--- src/thm_pkg.sv ---
/*
  Shared constants and types of the thermometer two-wire slave front end.
  Assumes nothing of its surroundings; imported whole by thm_addr_map and thm_i2c_slave.
*/
package thm_pkg;

  // Soft power-on-reset command sent in place of a pointer byte
  localparam logic [7:0] THM_SOFT_POR_CMD = 8'h54;

  // Pointer values that select the four internal registers
  localparam logic [1:0] THM_PTR_TEMP = 2'h0;
  localparam logic [1:0] THM_PTR_CONFIG = 2'h1;
  localparam logic [1:0] THM_PTR_HYST = 2'h2;
  localparam logic [1:0] THM_PTR_OVER = 2'h3;
  localparam logic [1:0] THM_PTR_RESET = THM_PTR_TEMP;

  // Pointer byte layout: upper field must be zero, low field selects
  localparam int THM_PTR_SEL_WIDTH = 2;
  localparam logic [5:0] THM_PTR_UPPER_ZERO = 6'h00;

  // Bit counter positions inside one nine-clock byte transfer
  localparam logic [3:0] THM_BIT_FIRST = 4'h1;
  localparam logic [3:0] THM_BIT_LAST = 4'h7;
  localparam logic [3:0] THM_BYTE_DONE = 4'h8;
  localparam logic [3:0] THM_ACK_SLOT = 4'h9;

  // Data bytes carried by each register
  localparam logic [1:0] THM_LEN_NONE = 2'h0;
  localparam logic [1:0] THM_LEN_NARROW = 2'h1;
  localparam logic [1:0] THM_LEN_WIDE = 2'h2;

  // Sensed state of one address select pin
  localparam logic [1:0] THM_TRIT_LOW = 2'h0;
  localparam logic [1:0] THM_TRIT_HIGH = 2'h1;
  localparam logic [1:0] THM_TRIT_FLOAT = 2'h2;

  // Cycles after reset release before the synchronised straps are caught
  localparam logic [1:0] THM_STRAP_WAIT = 2'h3;
  localparam logic [1:0] THM_STRAP_TAKE = 2'h1;

  // Bus address per pin combination, index = pin2*9 + pin1*3 + pin0
  localparam int THM_ADDR_ENTRIES = 27;
  localparam logic [6:0] THM_ADDR_TABLE [THM_ADDR_ENTRIES] = '{
    7'h48, 7'h49, 7'h2c, 7'h4a, 7'h4b, 7'h2d, 7'h28, 7'h29, 7'h35,
    7'h4c, 7'h4d, 7'h2e, 7'h4e, 7'h4f, 7'h2f, 7'h2a, 7'h2b, 7'h36,
    7'h70, 7'h72, 7'h71, 7'h73, 7'h75, 7'h74, 7'h76, 7'h77, 7'h37
  };

  // Protocol states; Gray steps along idle, address, pointer, write data
  typedef enum logic [2:0] {
    THM_ST_IDLE = 3'h0,
    THM_ST_ADDR = 3'h1,
    THM_ST_PTR = 3'h3,
    THM_ST_WDATA = 3'h2,
    THM_ST_READ = 3'h6,
    THM_ST_IGNORE = 3'h7
  } thm_state_type;

endpackage

--- src/thm_addr_if.sv ---
/*
  Carrier between the slave core and its address lookup.
  Assumes the core drives the sensed pin states and reads the address back.
*/
`timescale 1ns/100ps
interface thm_addr_if;
  logic [5:0] pinTrits;
  logic [6:0] busAddr;
  modport mapper (input pinTrits, output busAddr);
  modport core (output pinTrits, input busAddr);
endinterface

--- src/thm_addr_map.sv ---
/*
  Lookup from the three sensed select-pin states to the 7-bit bus address.
  Assumes stable, already captured pin states; purely combinational.
*/
`timescale 1ns/100ps
module thm_addr_map
  import thm_pkg::*;
(
  thm_addr_if.mapper addrIf
);

  logic [4:0] weighted [3];

  // Each pin contributes its state times its base-three weight
  for (genvar i = 0; i < 3; i++) begin : g_pin
    localparam logic [4:0] WEIGHT = (i == 0) ? 5'h01 : ((i == 1) ? 5'h03 : 5'h09);
    logic [4:0] trit;
    assign trit = {3'h0, addrIf.pinTrits[2*i+:2]};
    assign weighted[i] = 5'(trit * WEIGHT);
  end

  logic [4:0] index;
  assign index = 5'(weighted[0] + weighted[1] + weighted[2]);

  // An unused code (pin state 3) cannot arise, but clamp to stay in table
  assign addrIf.busAddr = (index < 5'(THM_ADDR_ENTRIES)) ? THM_ADDR_TABLE[index]
                                                        : THM_ADDR_TABLE[0];

endmodule

--- src/thm_i2c_slave.sv ---
/*
  Two-wire serial slave front end of a thermometer: address decode, pointer,
  write, read and soft power-on reset. Assumes the scl and sda pins and the
  select-pin sense signals are asynchronous; register contents live outside
  and answer on regSel / rdData within the same clock.
*/
// Overview of operation
// Pointer byte has six zero upper bits; two low bits select the register.
// Address byte holds seven address bits MSB first, direction in bit 0.
// Each select pin is sensed low, high or floating: 27 addresses.
// Sensed pin states map to the address through a fixed 27-entry table.
// Bytes move MSB first, one bit per serial clock period.
// Data changes only while clock is low, except START and STOP.
// Master opens each transaction with START and closes with STOP.
// Receiver answers each byte with ACK or NACK in a ninth clock.
// Write: matching address with direction 0 is acknowledged.
// Next byte is the pointer, acknowledged; data bytes follow at once.
// Master writes one byte to configuration, two to thresholds.
// Device acknowledges each written data byte; master ends with STOP.
// Byte 0x54 after a write address resets everything and is not acked.
// Pointer holds between transactions so reads need no new pointer.
// Read: direction 1 is acknowledged, data driven on the next clock.
// Configuration read returns one byte; master NACKs then STOPs.
// Other reads return two bytes; master ACKs first, NACKs second.
// Master NACK after the first byte ends a two-byte read early.
// New register read: write pointer, repeated START, then read.
// Pointer 00 temperature, 01 configuration, 10 hysteresis, 11 over-limit.
// Power-up and soft reset point at the temperature register.
// Master sends a fresh pointer in every write transaction.
// Foreign addresses are ignored, data line released, until next START.
`timescale 1ns/100ps
module thm_i2c_slave
  import thm_pkg::*;
(
  input wire logic clock,
  input wire logic rst_n,
  input wire logic scl,
  input wire logic sdaIn,
  output logic sdaOut,
  output logic sdaOeN,
  input wire logic [2:0] addrSelectPinLevel,
  input wire logic [2:0] addrSelectPinFloat,
  output logic [1:0] regSel,
  input wire logic [15:0] rdData,
  output logic wrStrobe,
  output logic wrByteIdx,
  output logic [7:0] wrData,
  output logic softReset,
  output logic [6:0] busAddr
);

  thm_addr_if addrIf ();

  thm_addr_map u_addr_map (
    .addrIf (addrIf.mapper)
  );

  // Two-stage synchronisers for the link pins, then one stage for edges
  logic [1:0] sclSyncQ;
  logic [1:0] sdaSyncQ;
  logic sclPrevQ;
  logic sdaPrevQ;

  always_ff @(posedge clock or negedge rst_n) begin
    if (!rst_n) begin
      sclSyncQ <= 2'h3;
      sdaSyncQ <= 2'h3;
      sclPrevQ <= 1'b1;
      sdaPrevQ <= 1'b1;
    end else begin
      sclSyncQ <= {sclSyncQ[0], scl};
      sdaSyncQ <= {sdaSyncQ[0], sdaIn};
      sclPrevQ <= sclSyncQ[1];
      sdaPrevQ <= sdaSyncQ[1];
    end
  end

  logic sclS;
  logic sdaS;
  logic sclRise;
  logic sclFall;
  logic startDet;
  logic stopDet;
  logic busEvent;

  // Bus conditions seen on the synchronised copies
  assign sclS = sclSyncQ[1];
  assign sdaS = sdaSyncQ[1];
  assign sclRise = sclS && !sclPrevQ;
  assign sclFall = !sclS && sclPrevQ;
  assign startDet = sclS && sclPrevQ && sdaPrevQ && !sdaS;
  assign stopDet = sclS && sclPrevQ && !sdaPrevQ && sdaS;
  assign busEvent = startDet || stopDet;

  // Select-pin sense lines are synchronised before the strap capture
  logic [2:0] lvlSync1Q;
  logic [2:0] lvlSync2Q;
  logic [2:0] fltSync1Q;
  logic [2:0] fltSync2Q;
  logic [2:0] strapLvlQ;
  logic [2:0] strapFltQ;
  logic [1:0] strapWaitQ;
  logic softResetQ;

  always_ff @(posedge clock or negedge rst_n) begin
    if (!rst_n) begin
      lvlSync1Q <= 3'h0;
      lvlSync2Q <= 3'h0;
      fltSync1Q <= 3'h0;
      fltSync2Q <= 3'h0;
    end else begin
      lvlSync1Q <= addrSelectPinLevel;
      lvlSync2Q <= lvlSync1Q;
      fltSync1Q <= addrSelectPinFloat;
      fltSync2Q <= fltSync1Q;
    end
  end

  // Straps are caught after release and again after a soft reset,
  // so a re-strapped board behaves as after a power cycle
  always_ff @(posedge clock or negedge rst_n) begin
    if (!rst_n) begin
      strapWaitQ <= THM_STRAP_WAIT;
      strapLvlQ <= 3'h0;
      strapFltQ <= 3'h0;
    end else if (softResetQ) begin
      strapWaitQ <= THM_STRAP_WAIT;
    end else if (strapWaitQ != 2'h0) begin
      strapWaitQ <= 2'(strapWaitQ - 2'h1);
      if (strapWaitQ == THM_STRAP_TAKE) begin
        strapLvlQ <= lvlSync2Q;
        strapFltQ <= fltSync2Q;
      end
    end
  end

  // Three-level sense per pin; floating wins over the level reading
  for (genvar i = 0; i < 3; i++) begin : g_trit
    assign addrIf.pinTrits[2*i+:2] = strapFltQ[i] ? THM_TRIT_FLOAT
                                    : (strapLvlQ[i] ? THM_TRIT_HIGH : THM_TRIT_LOW);
  end

  assign busAddr = addrIf.busAddr;

  thm_state_type stateQ;
  logic [3:0] bitCntQ;
  logic [7:0] shiftQ;
  logic [7:0] txQ;
  logic [7:0] rdLowQ;
  logic [1:0] cntQ;
  logic [1:0] ptrQ;
  logic mAckQ;
  logic sdaOeNQ;

  logic byteDone;
  logic slotDone;
  logic txShift;
  logic addrHit;
  logic porCmd;
  logic ptrOk;
  logic [1:0] wrLen;
  logic [1:0] rdLen;
  logic wrOk;
  logic ackNow;
  logic readGo;

  // Byte framing and per-state decisions
  assign byteDone = sclFall && (bitCntQ == THM_BYTE_DONE);
  assign slotDone = sclFall && (bitCntQ == THM_ACK_SLOT);
  assign txShift = sclFall && (stateQ == THM_ST_READ)
                   && (bitCntQ >= THM_BIT_FIRST) && (bitCntQ <= THM_BIT_LAST);
  assign addrHit = (shiftQ[7:1] == addrIf.busAddr);
  assign porCmd = (shiftQ == THM_SOFT_POR_CMD);
  assign ptrOk = (shiftQ[7:THM_PTR_SEL_WIDTH] == THM_PTR_UPPER_ZERO);
  assign wrLen = (ptrQ == THM_PTR_TEMP) ? THM_LEN_NONE
               : ((ptrQ == THM_PTR_CONFIG) ? THM_LEN_NARROW : THM_LEN_WIDE);
  assign rdLen = (ptrQ == THM_PTR_CONFIG) ? THM_LEN_NARROW : THM_LEN_WIDE;
  assign wrOk = (cntQ < wrLen);
  assign readGo = (cntQ == 2'h0) || (mAckQ && (cntQ < rdLen));

  // Whether the byte just completed earns an acknowledge
  always_comb begin
    case (stateQ)
      THM_ST_ADDR: ackNow = addrHit;
      THM_ST_PTR: ackNow = ptrOk && !porCmd;
      THM_ST_WDATA: ackNow = wrOk;
      default: ackNow = 1'b0;
    endcase
  end

  // Protocol state; any START restarts address reception
  always_ff @(posedge clock or negedge rst_n) begin
    if (!rst_n) begin
      stateQ <= THM_ST_IDLE;
    end else if (startDet) begin
      stateQ <= THM_ST_ADDR;
    end else if (stopDet) begin
      stateQ <= THM_ST_IDLE;
    end else if (byteDone) begin
      case (stateQ)
        THM_ST_ADDR: begin
          if (!addrHit) begin
            stateQ <= THM_ST_IGNORE;
          end else begin
            stateQ <= shiftQ[0] ? THM_ST_READ : THM_ST_PTR;
          end
        end
        THM_ST_PTR: begin
          if (porCmd) begin
            stateQ <= THM_ST_IDLE;
          end else begin
            stateQ <= ptrOk ? THM_ST_WDATA : THM_ST_IGNORE;
          end
        end
        THM_ST_WDATA: stateQ <= wrOk ? THM_ST_WDATA : THM_ST_IGNORE;
        default: stateQ <= stateQ;
      endcase
    end else if (slotDone && (stateQ == THM_ST_READ) && !readGo) begin
      stateQ <= THM_ST_IGNORE;
    end
  end

  // Bit counter: rises count bits, the fall after the ninth clears it
  always_ff @(posedge clock or negedge rst_n) begin
    if (!rst_n) begin
      bitCntQ <= 4'h0;
    end else if (startDet || slotDone) begin
      bitCntQ <= 4'h0;
    end else if (sclRise && (bitCntQ < THM_ACK_SLOT)) begin
      bitCntQ <= 4'(bitCntQ + 4'h1);
    end
  end

  // Receive shifter samples on rising clock, MSB first; master answer too
  always_ff @(posedge clock or negedge rst_n) begin
    if (!rst_n) begin
      shiftQ <= 8'h00;
      mAckQ <= 1'b0;
    end else if (sclRise) begin
      if (bitCntQ < THM_BYTE_DONE) begin
        shiftQ <= {shiftQ[6:0], sdaS};
      end
      if (bitCntQ == THM_BYTE_DONE) begin
        mAckQ <= !sdaS;
      end
    end
  end

  // Bytes counted per transaction: written data or sent data
  always_ff @(posedge clock or negedge rst_n) begin
    if (!rst_n) begin
      cntQ <= 2'h0;
    end else if (startDet) begin
      cntQ <= 2'h0;
    end else if (byteDone && (stateQ == THM_ST_READ)) begin
      cntQ <= 2'(cntQ + 2'h1);
    end else if (byteDone && (stateQ == THM_ST_WDATA) && wrOk) begin
      cntQ <= 2'(cntQ + 2'h1);
    end
  end

  // Both read bytes are taken at once so a two-byte read is coherent
  always_ff @(posedge clock or negedge rst_n) begin
    if (!rst_n) begin
      txQ <= 8'h00;
      rdLowQ <= 8'h00;
    end else if (byteDone && (stateQ == THM_ST_ADDR) && addrHit && shiftQ[0]) begin
      txQ <= rdData[15:8];
      rdLowQ <= rdData[7:0];
    end else if (txShift) begin
      txQ <= {txQ[6:0], 1'b0};
    end else if (slotDone && (stateQ == THM_ST_READ) && readGo && (cntQ != 2'h0)) begin
      txQ <= rdLowQ;
    end
  end

  // Pointer survives transactions; only a pointer byte or reset moves it
  always_ff @(posedge clock or negedge rst_n) begin
    if (!rst_n) begin
      ptrQ <= THM_PTR_RESET;
    end else if (byteDone && (stateQ == THM_ST_PTR)) begin
      if (porCmd) begin
        ptrQ <= THM_PTR_RESET;
      end else if (ptrOk) begin
        ptrQ <= shiftQ[1:0];
      end
    end
  end

  assign regSel = ptrQ;

  // Open-drain data line, enable low pulls low; changes only on a fall or at START/STOP
  always_ff @(posedge clock or negedge rst_n) begin
    if (!rst_n) begin
      sdaOeNQ <= 1'b1;
    end else if (busEvent) begin
      sdaOeNQ <= 1'b1;
    end else if (byteDone) begin
      sdaOeNQ <= !ackNow;
    end else if (slotDone) begin
      if ((stateQ == THM_ST_READ) && readGo) begin
        sdaOeNQ <= (cntQ == 2'h0) ? txQ[7] : rdLowQ[7];
      end else begin
        sdaOeNQ <= 1'b1;
      end
    end else if (txShift) begin
      sdaOeNQ <= txQ[6];
    end
  end

  assign sdaOeN = sdaOeNQ;
  assign sdaOut = 1'b0;

  // Write strobe to the register file and soft reset pulse
  logic wrStrobeQ;
  logic wrByteIdxQ;
  logic [7:0] wrDataQ;

  always_ff @(posedge clock or negedge rst_n) begin
    if (!rst_n) begin
      wrStrobeQ <= 1'b0;
      wrByteIdxQ <= 1'b0;
      wrDataQ <= 8'h00;
      softResetQ <= 1'b0;
    end else begin
      wrStrobeQ <= byteDone && (stateQ == THM_ST_WDATA) && wrOk;
      softResetQ <= byteDone && (stateQ == THM_ST_PTR) && porCmd;
      if (byteDone && (stateQ == THM_ST_WDATA)) begin
        wrByteIdxQ <= cntQ[0];
        wrDataQ <= shiftQ;
      end
    end
  end

  assign wrStrobe = wrStrobeQ;
  assign wrByteIdx = wrByteIdxQ;
  assign wrData = wrDataQ;
  assign softReset = softResetQ;
endmodule

--- config.mk ---
export PLATFORM = sky130hd
export DESIGN_NAME = thm_i2c_slave
export DESIGN_NICKNAME = d
export VERILOG_FILES = /design/src/thm_pkg.sv /design/src/thm_addr_if.sv /design/src/thm_addr_map.sv /design/src/thm_i2c_slave.sv
export SDC_FILE = /design/constraint.sdc
export NUM_CORES = 1
export LEC_CHECK = 0
export ABC_AREA = 1
export BUFFER_PORTS_ARGS = -buffer_cell sky130_fd_sc_hd__buf_2
export CAP_MARGIN = 10
export CORE_AREA = 5 5 125 68
export CTS_CLUSTER_DIAMETER = 50
export DETAILED_ROUTE_END_ITERATION = 10
export DIE_AREA = 0 0 130 73
export PLACE_DENSITY_LB_ADDON = 0.12
export SKIP_CTS_REPAIR_TIMING = 1
export SLEW_MARGIN = 15
export SYNTH_ARGS = -nofsm -noshare
export SYNTH_HDL_FRONTEND = slang
export SYNTH_SLANG_ARGS = --single-unit
--- constraint.sdc ---
create_clock -name clock -period 5.32 [get_ports clock]
set_input_delay 1.064 -clock clock [delete_from_list [all_inputs] [get_ports clock]]
set_output_delay 1.064 -clock clock [all_outputs]
set_load 0.03 [all_outputs]
==> flow_summary.toml <==
[sta]
drv_slew = 0
period_minus_slack_ns = 4.75
rsz_0062_raised_after_global_routing = "false"
final_setup_skew_ns = 0.00397
slew_headroom_pct = 40.1
setup_ws_final_ns = 0.572
fin_crit_sh_pct = 89.2
finalSetupTns_ns = 0
setup_viol = 0
highest_attainable_clock_frequency_mhz = 211
number_of_hold_slack_violations_in_the_final_timing_report = 0
worst_slew_pin_slew_ns = 0.898

[synth]
synth.net_count = 586
netlist_top_cells_area = "dfrtp_1 (38%), nand2_1 (11%), nor2_1 (6.6%), inv_1 (6.5%), ha_1 (6.2%)"
synth_cells = 537
synth.lib_cells_used.distinct = 38
synth.top_cell.area_share_pct = 38.5
post_synthesis_cell_type_with_the_largest_combined_area = "dfrtp_1"
ys_ff_latch = 74
synthesis.area_per_instance_um2 = 7.88
yosysSeqAreaShare_pct = 44.1
async_flop_share_pct = 100
yosys_most_used_dff = "dfrtp_1"
synth.yosys.warnings = 0
edff_count_synth = 0
synth_area_mm2 = 0.00423

[clock_tree]
cts.htree.levels = 3
tritoncts = "yes"
clock_sink_count = 74
clock_path_buffers = 2
insertion_delay_ns = 0.34
path_clk_slew_ns = 0.06
clk_root_buffer_cell = "clkbuf_16"
number_of_buffers_created_by_cts = 9

[global_routing]
initial_antenna_violation_count = 0
pin_count_of_the_biggest_net_entering_global_routing = 75
grt_pass1_vias = 3340
grt.overflow.total = 0
wire_length_of_the_first_global_routing_pass_um = 15900
grt_usage_pct = 21.5

[min_path]
hold_depth = 0
worst_hold_path.endpoint = "fltSync2Q[2]$_DFF_PN0_"
hold_path.startpoint = "fltSync1Q[2]$_DFF_PN0_"
hold_path.class = "reg2reg"

[die]
core_area_mm2 = 0.00748
floorplan.io_pins = 48
floorplan.initialDensity_pct = 56.5
floorplan.die_area_mm2 = 0.00949
dieWidth_um = 130
placement_rows = 23
die_height_um = 73

[layout]
design_area_mm2 = 0.00484
drive_above_1_share_pct = 19.9
area_growth_pct = 14.6
diode_insertion_count_for_antenna_repair = 0
layout.core_utilization_pct = 64.7
finalNetCount = 636

[route]
totalWireLength_um = 9510
detailroute.wirelength.met2_um = 3750
routed_met1_length_um = 4830
post_detailed_route_count_of_antenna_violating_nets = 0
detail_route.first_pass.iterations = 6
drc = 0
routed-wl-met3_um = 861
vias_per_cell = 5.30
routedWlPerCell_um = 13.7
route.vias.total = 3670
drt-initial-drc-count = 358
maxUsedRoutingLayer = "met4"

[setup_path]
critPathKind = "reg2out"
worst_ep_required_time_ns = 4.26
crit-reg2reg-capture = "txQ[5]$_DFFE_PN0P_"
crit_path_top_delay_cell = "fa_1"
path_cells = "nor2_1 > ha_1 > inv_1 > fa_1 > inv_1 > ha_1 > fa_1 > inv_2 > nand2_1 > nand2_1 > nand2_1 > nand2_1 > inv_1 > nand2_2 > nand2_2 > inv_1 > buf_2"
timing.critical_path.arrival_ns = 3.68
timing.critical_path.from_type = "flip-flop"
crit-reg2reg-launch = "strapFltQ[2]$_DFFE_PN0P_"
timing.reg2reg.worst_path_depth = 22
critical_path_peak_fanout = 15
rrSetupSlack_ns = 1.05
slowest_delay_ns = 0.82
worstSetupEndpointType = "output port"

[status]
status = "complete, no violations"

[placed_design]
placed_cell_area_mm2 = 0.00453
dpl_worst_slack_ns = 0.964
dp_hpwl_um = 7300
io_buffers = 46
finalWeightedCongestion = 0.923

[run]
maxCapViolations = 0
## sequential cells by signal, summed over array words and instances (netlist names), 4 cells and up
signal / count
wrData: 8
txQ: 8
bitCntQ: 4
rdLowQ: 8
shiftQ: 8
## stage by stage
stage	hold slack (ns)	cells
global route	0.363	692
finish	0.355	692
CTS	0.357	692
detailed placement	0.340	676
floorplan	0.331	537
global placement	0.333	676
## cell type report
type / count / area (um2)
Clock inverter: 7 / 85.1
Clock buffer: 9 / 225
Timing Repair Buffer: 46 / 233
Fill cell: 642 / 2640
Inverter: 77 / 289
Tap cell: 100 / 125
Multi-Input combinational cell: 379 / 2020
Sequential cell: 74 / 1860
## kinds of logic after synthesis
kind of cell	after synthesis	share of synthesized area (%)
AND/OR/NAND/NOR	280	30.3
adder cells (fa/ha/maj)	23	7.16
other	1	0.0887
buffers and inverters	84	8.08
AO/OA/AOI/OAI	72	9.62
flip-flops	74	44.1
multiplexers	2	0.533
XOR/XNOR	1	0.207
## worst max path at each step
stage,cells past startpoint,to,from
2_1_floorplan,13,busAddr[0],strapFltQ[2]$_DFFE_PN0P_
3_3_place_gp,16,busAddr[0],strapFltQ[2]$_DFFE_PN0P_
3_5_place_dp,17,busAddr[0],strapFltQ[2]$_DFFE_PN0P_
4_1_cts,17,busAddr[0],strapFltQ[2]$_DFFE_PN0P_
5_1_grt,17,busAddr[0],strapFltQ[2]$_DFFE_PN0P_
6_report,17,busAddr[0],strapFltQ[2]$_DFFE_PN0P_
## layer usage
layer	vias to the layer above	track usage [%]
li1	1815	-
met1	1698	33.2
met2	149	29.4
met3	8	6.73
met4	0	4.72
met5	-	0
## worst max-delay path: cells and delay by family (launching register included)
family | cells | cell delay, ns
fa+ha+maj | 4 | 1.72
simple gates | 7 | 0.65
buf+inv | 6 | 0.53
flops | 1 | 0.43
## cells in the final DEF, fill, tap and decap left out, types with 2 or more instances in the layout
master	netlist	routed
inv_2	2	2
or2_2	2	2
clkinv_4	0	3
nand2_2	15	15
nand2_1	121	121
nor3_1	8	8
nor4_1	2	2
dfrtp_1	65	65
nand3_2	4	4
inv_6	0	2
a31oi_1	2	2
nand4_1	8	8
clkbuf_16	0	9
nor2_2	4	4
clkinv_1	2	2
inv_1	73	73
nand2_4	3	3
o21ai_0	39	39
nor3_2	2	2
a21oi_1	17	17
o21ai_2	8	8
a211oi_1	2	2
nand3_1	32	32
fa_1	2	2
dfstp_2	9	9
ha_1	21	21
nor2_1	74	74
nor2_4	2	2
mux2_2	2	2
buf_2	0	45
## synth_stat cells, types with 3 or more instances
master    number
nor2_1        74
nand2_1      121
dfrtp_1       65
nand2_2       15
a21oi_1       17
nor3_1         8
nand4_1        8
nor2_2         4
ha_1          21
dfstp_2        9
nand2_4        3
o21ai_0       39
nand3_1       32
inv_1         73
buf_6          3
clkbuf_1       3
nand3_2        4
o21ai_2        8
Power is not shown: default switching activity piles up to over one toggle a cycle in this logic, so the estimate is an artifact.
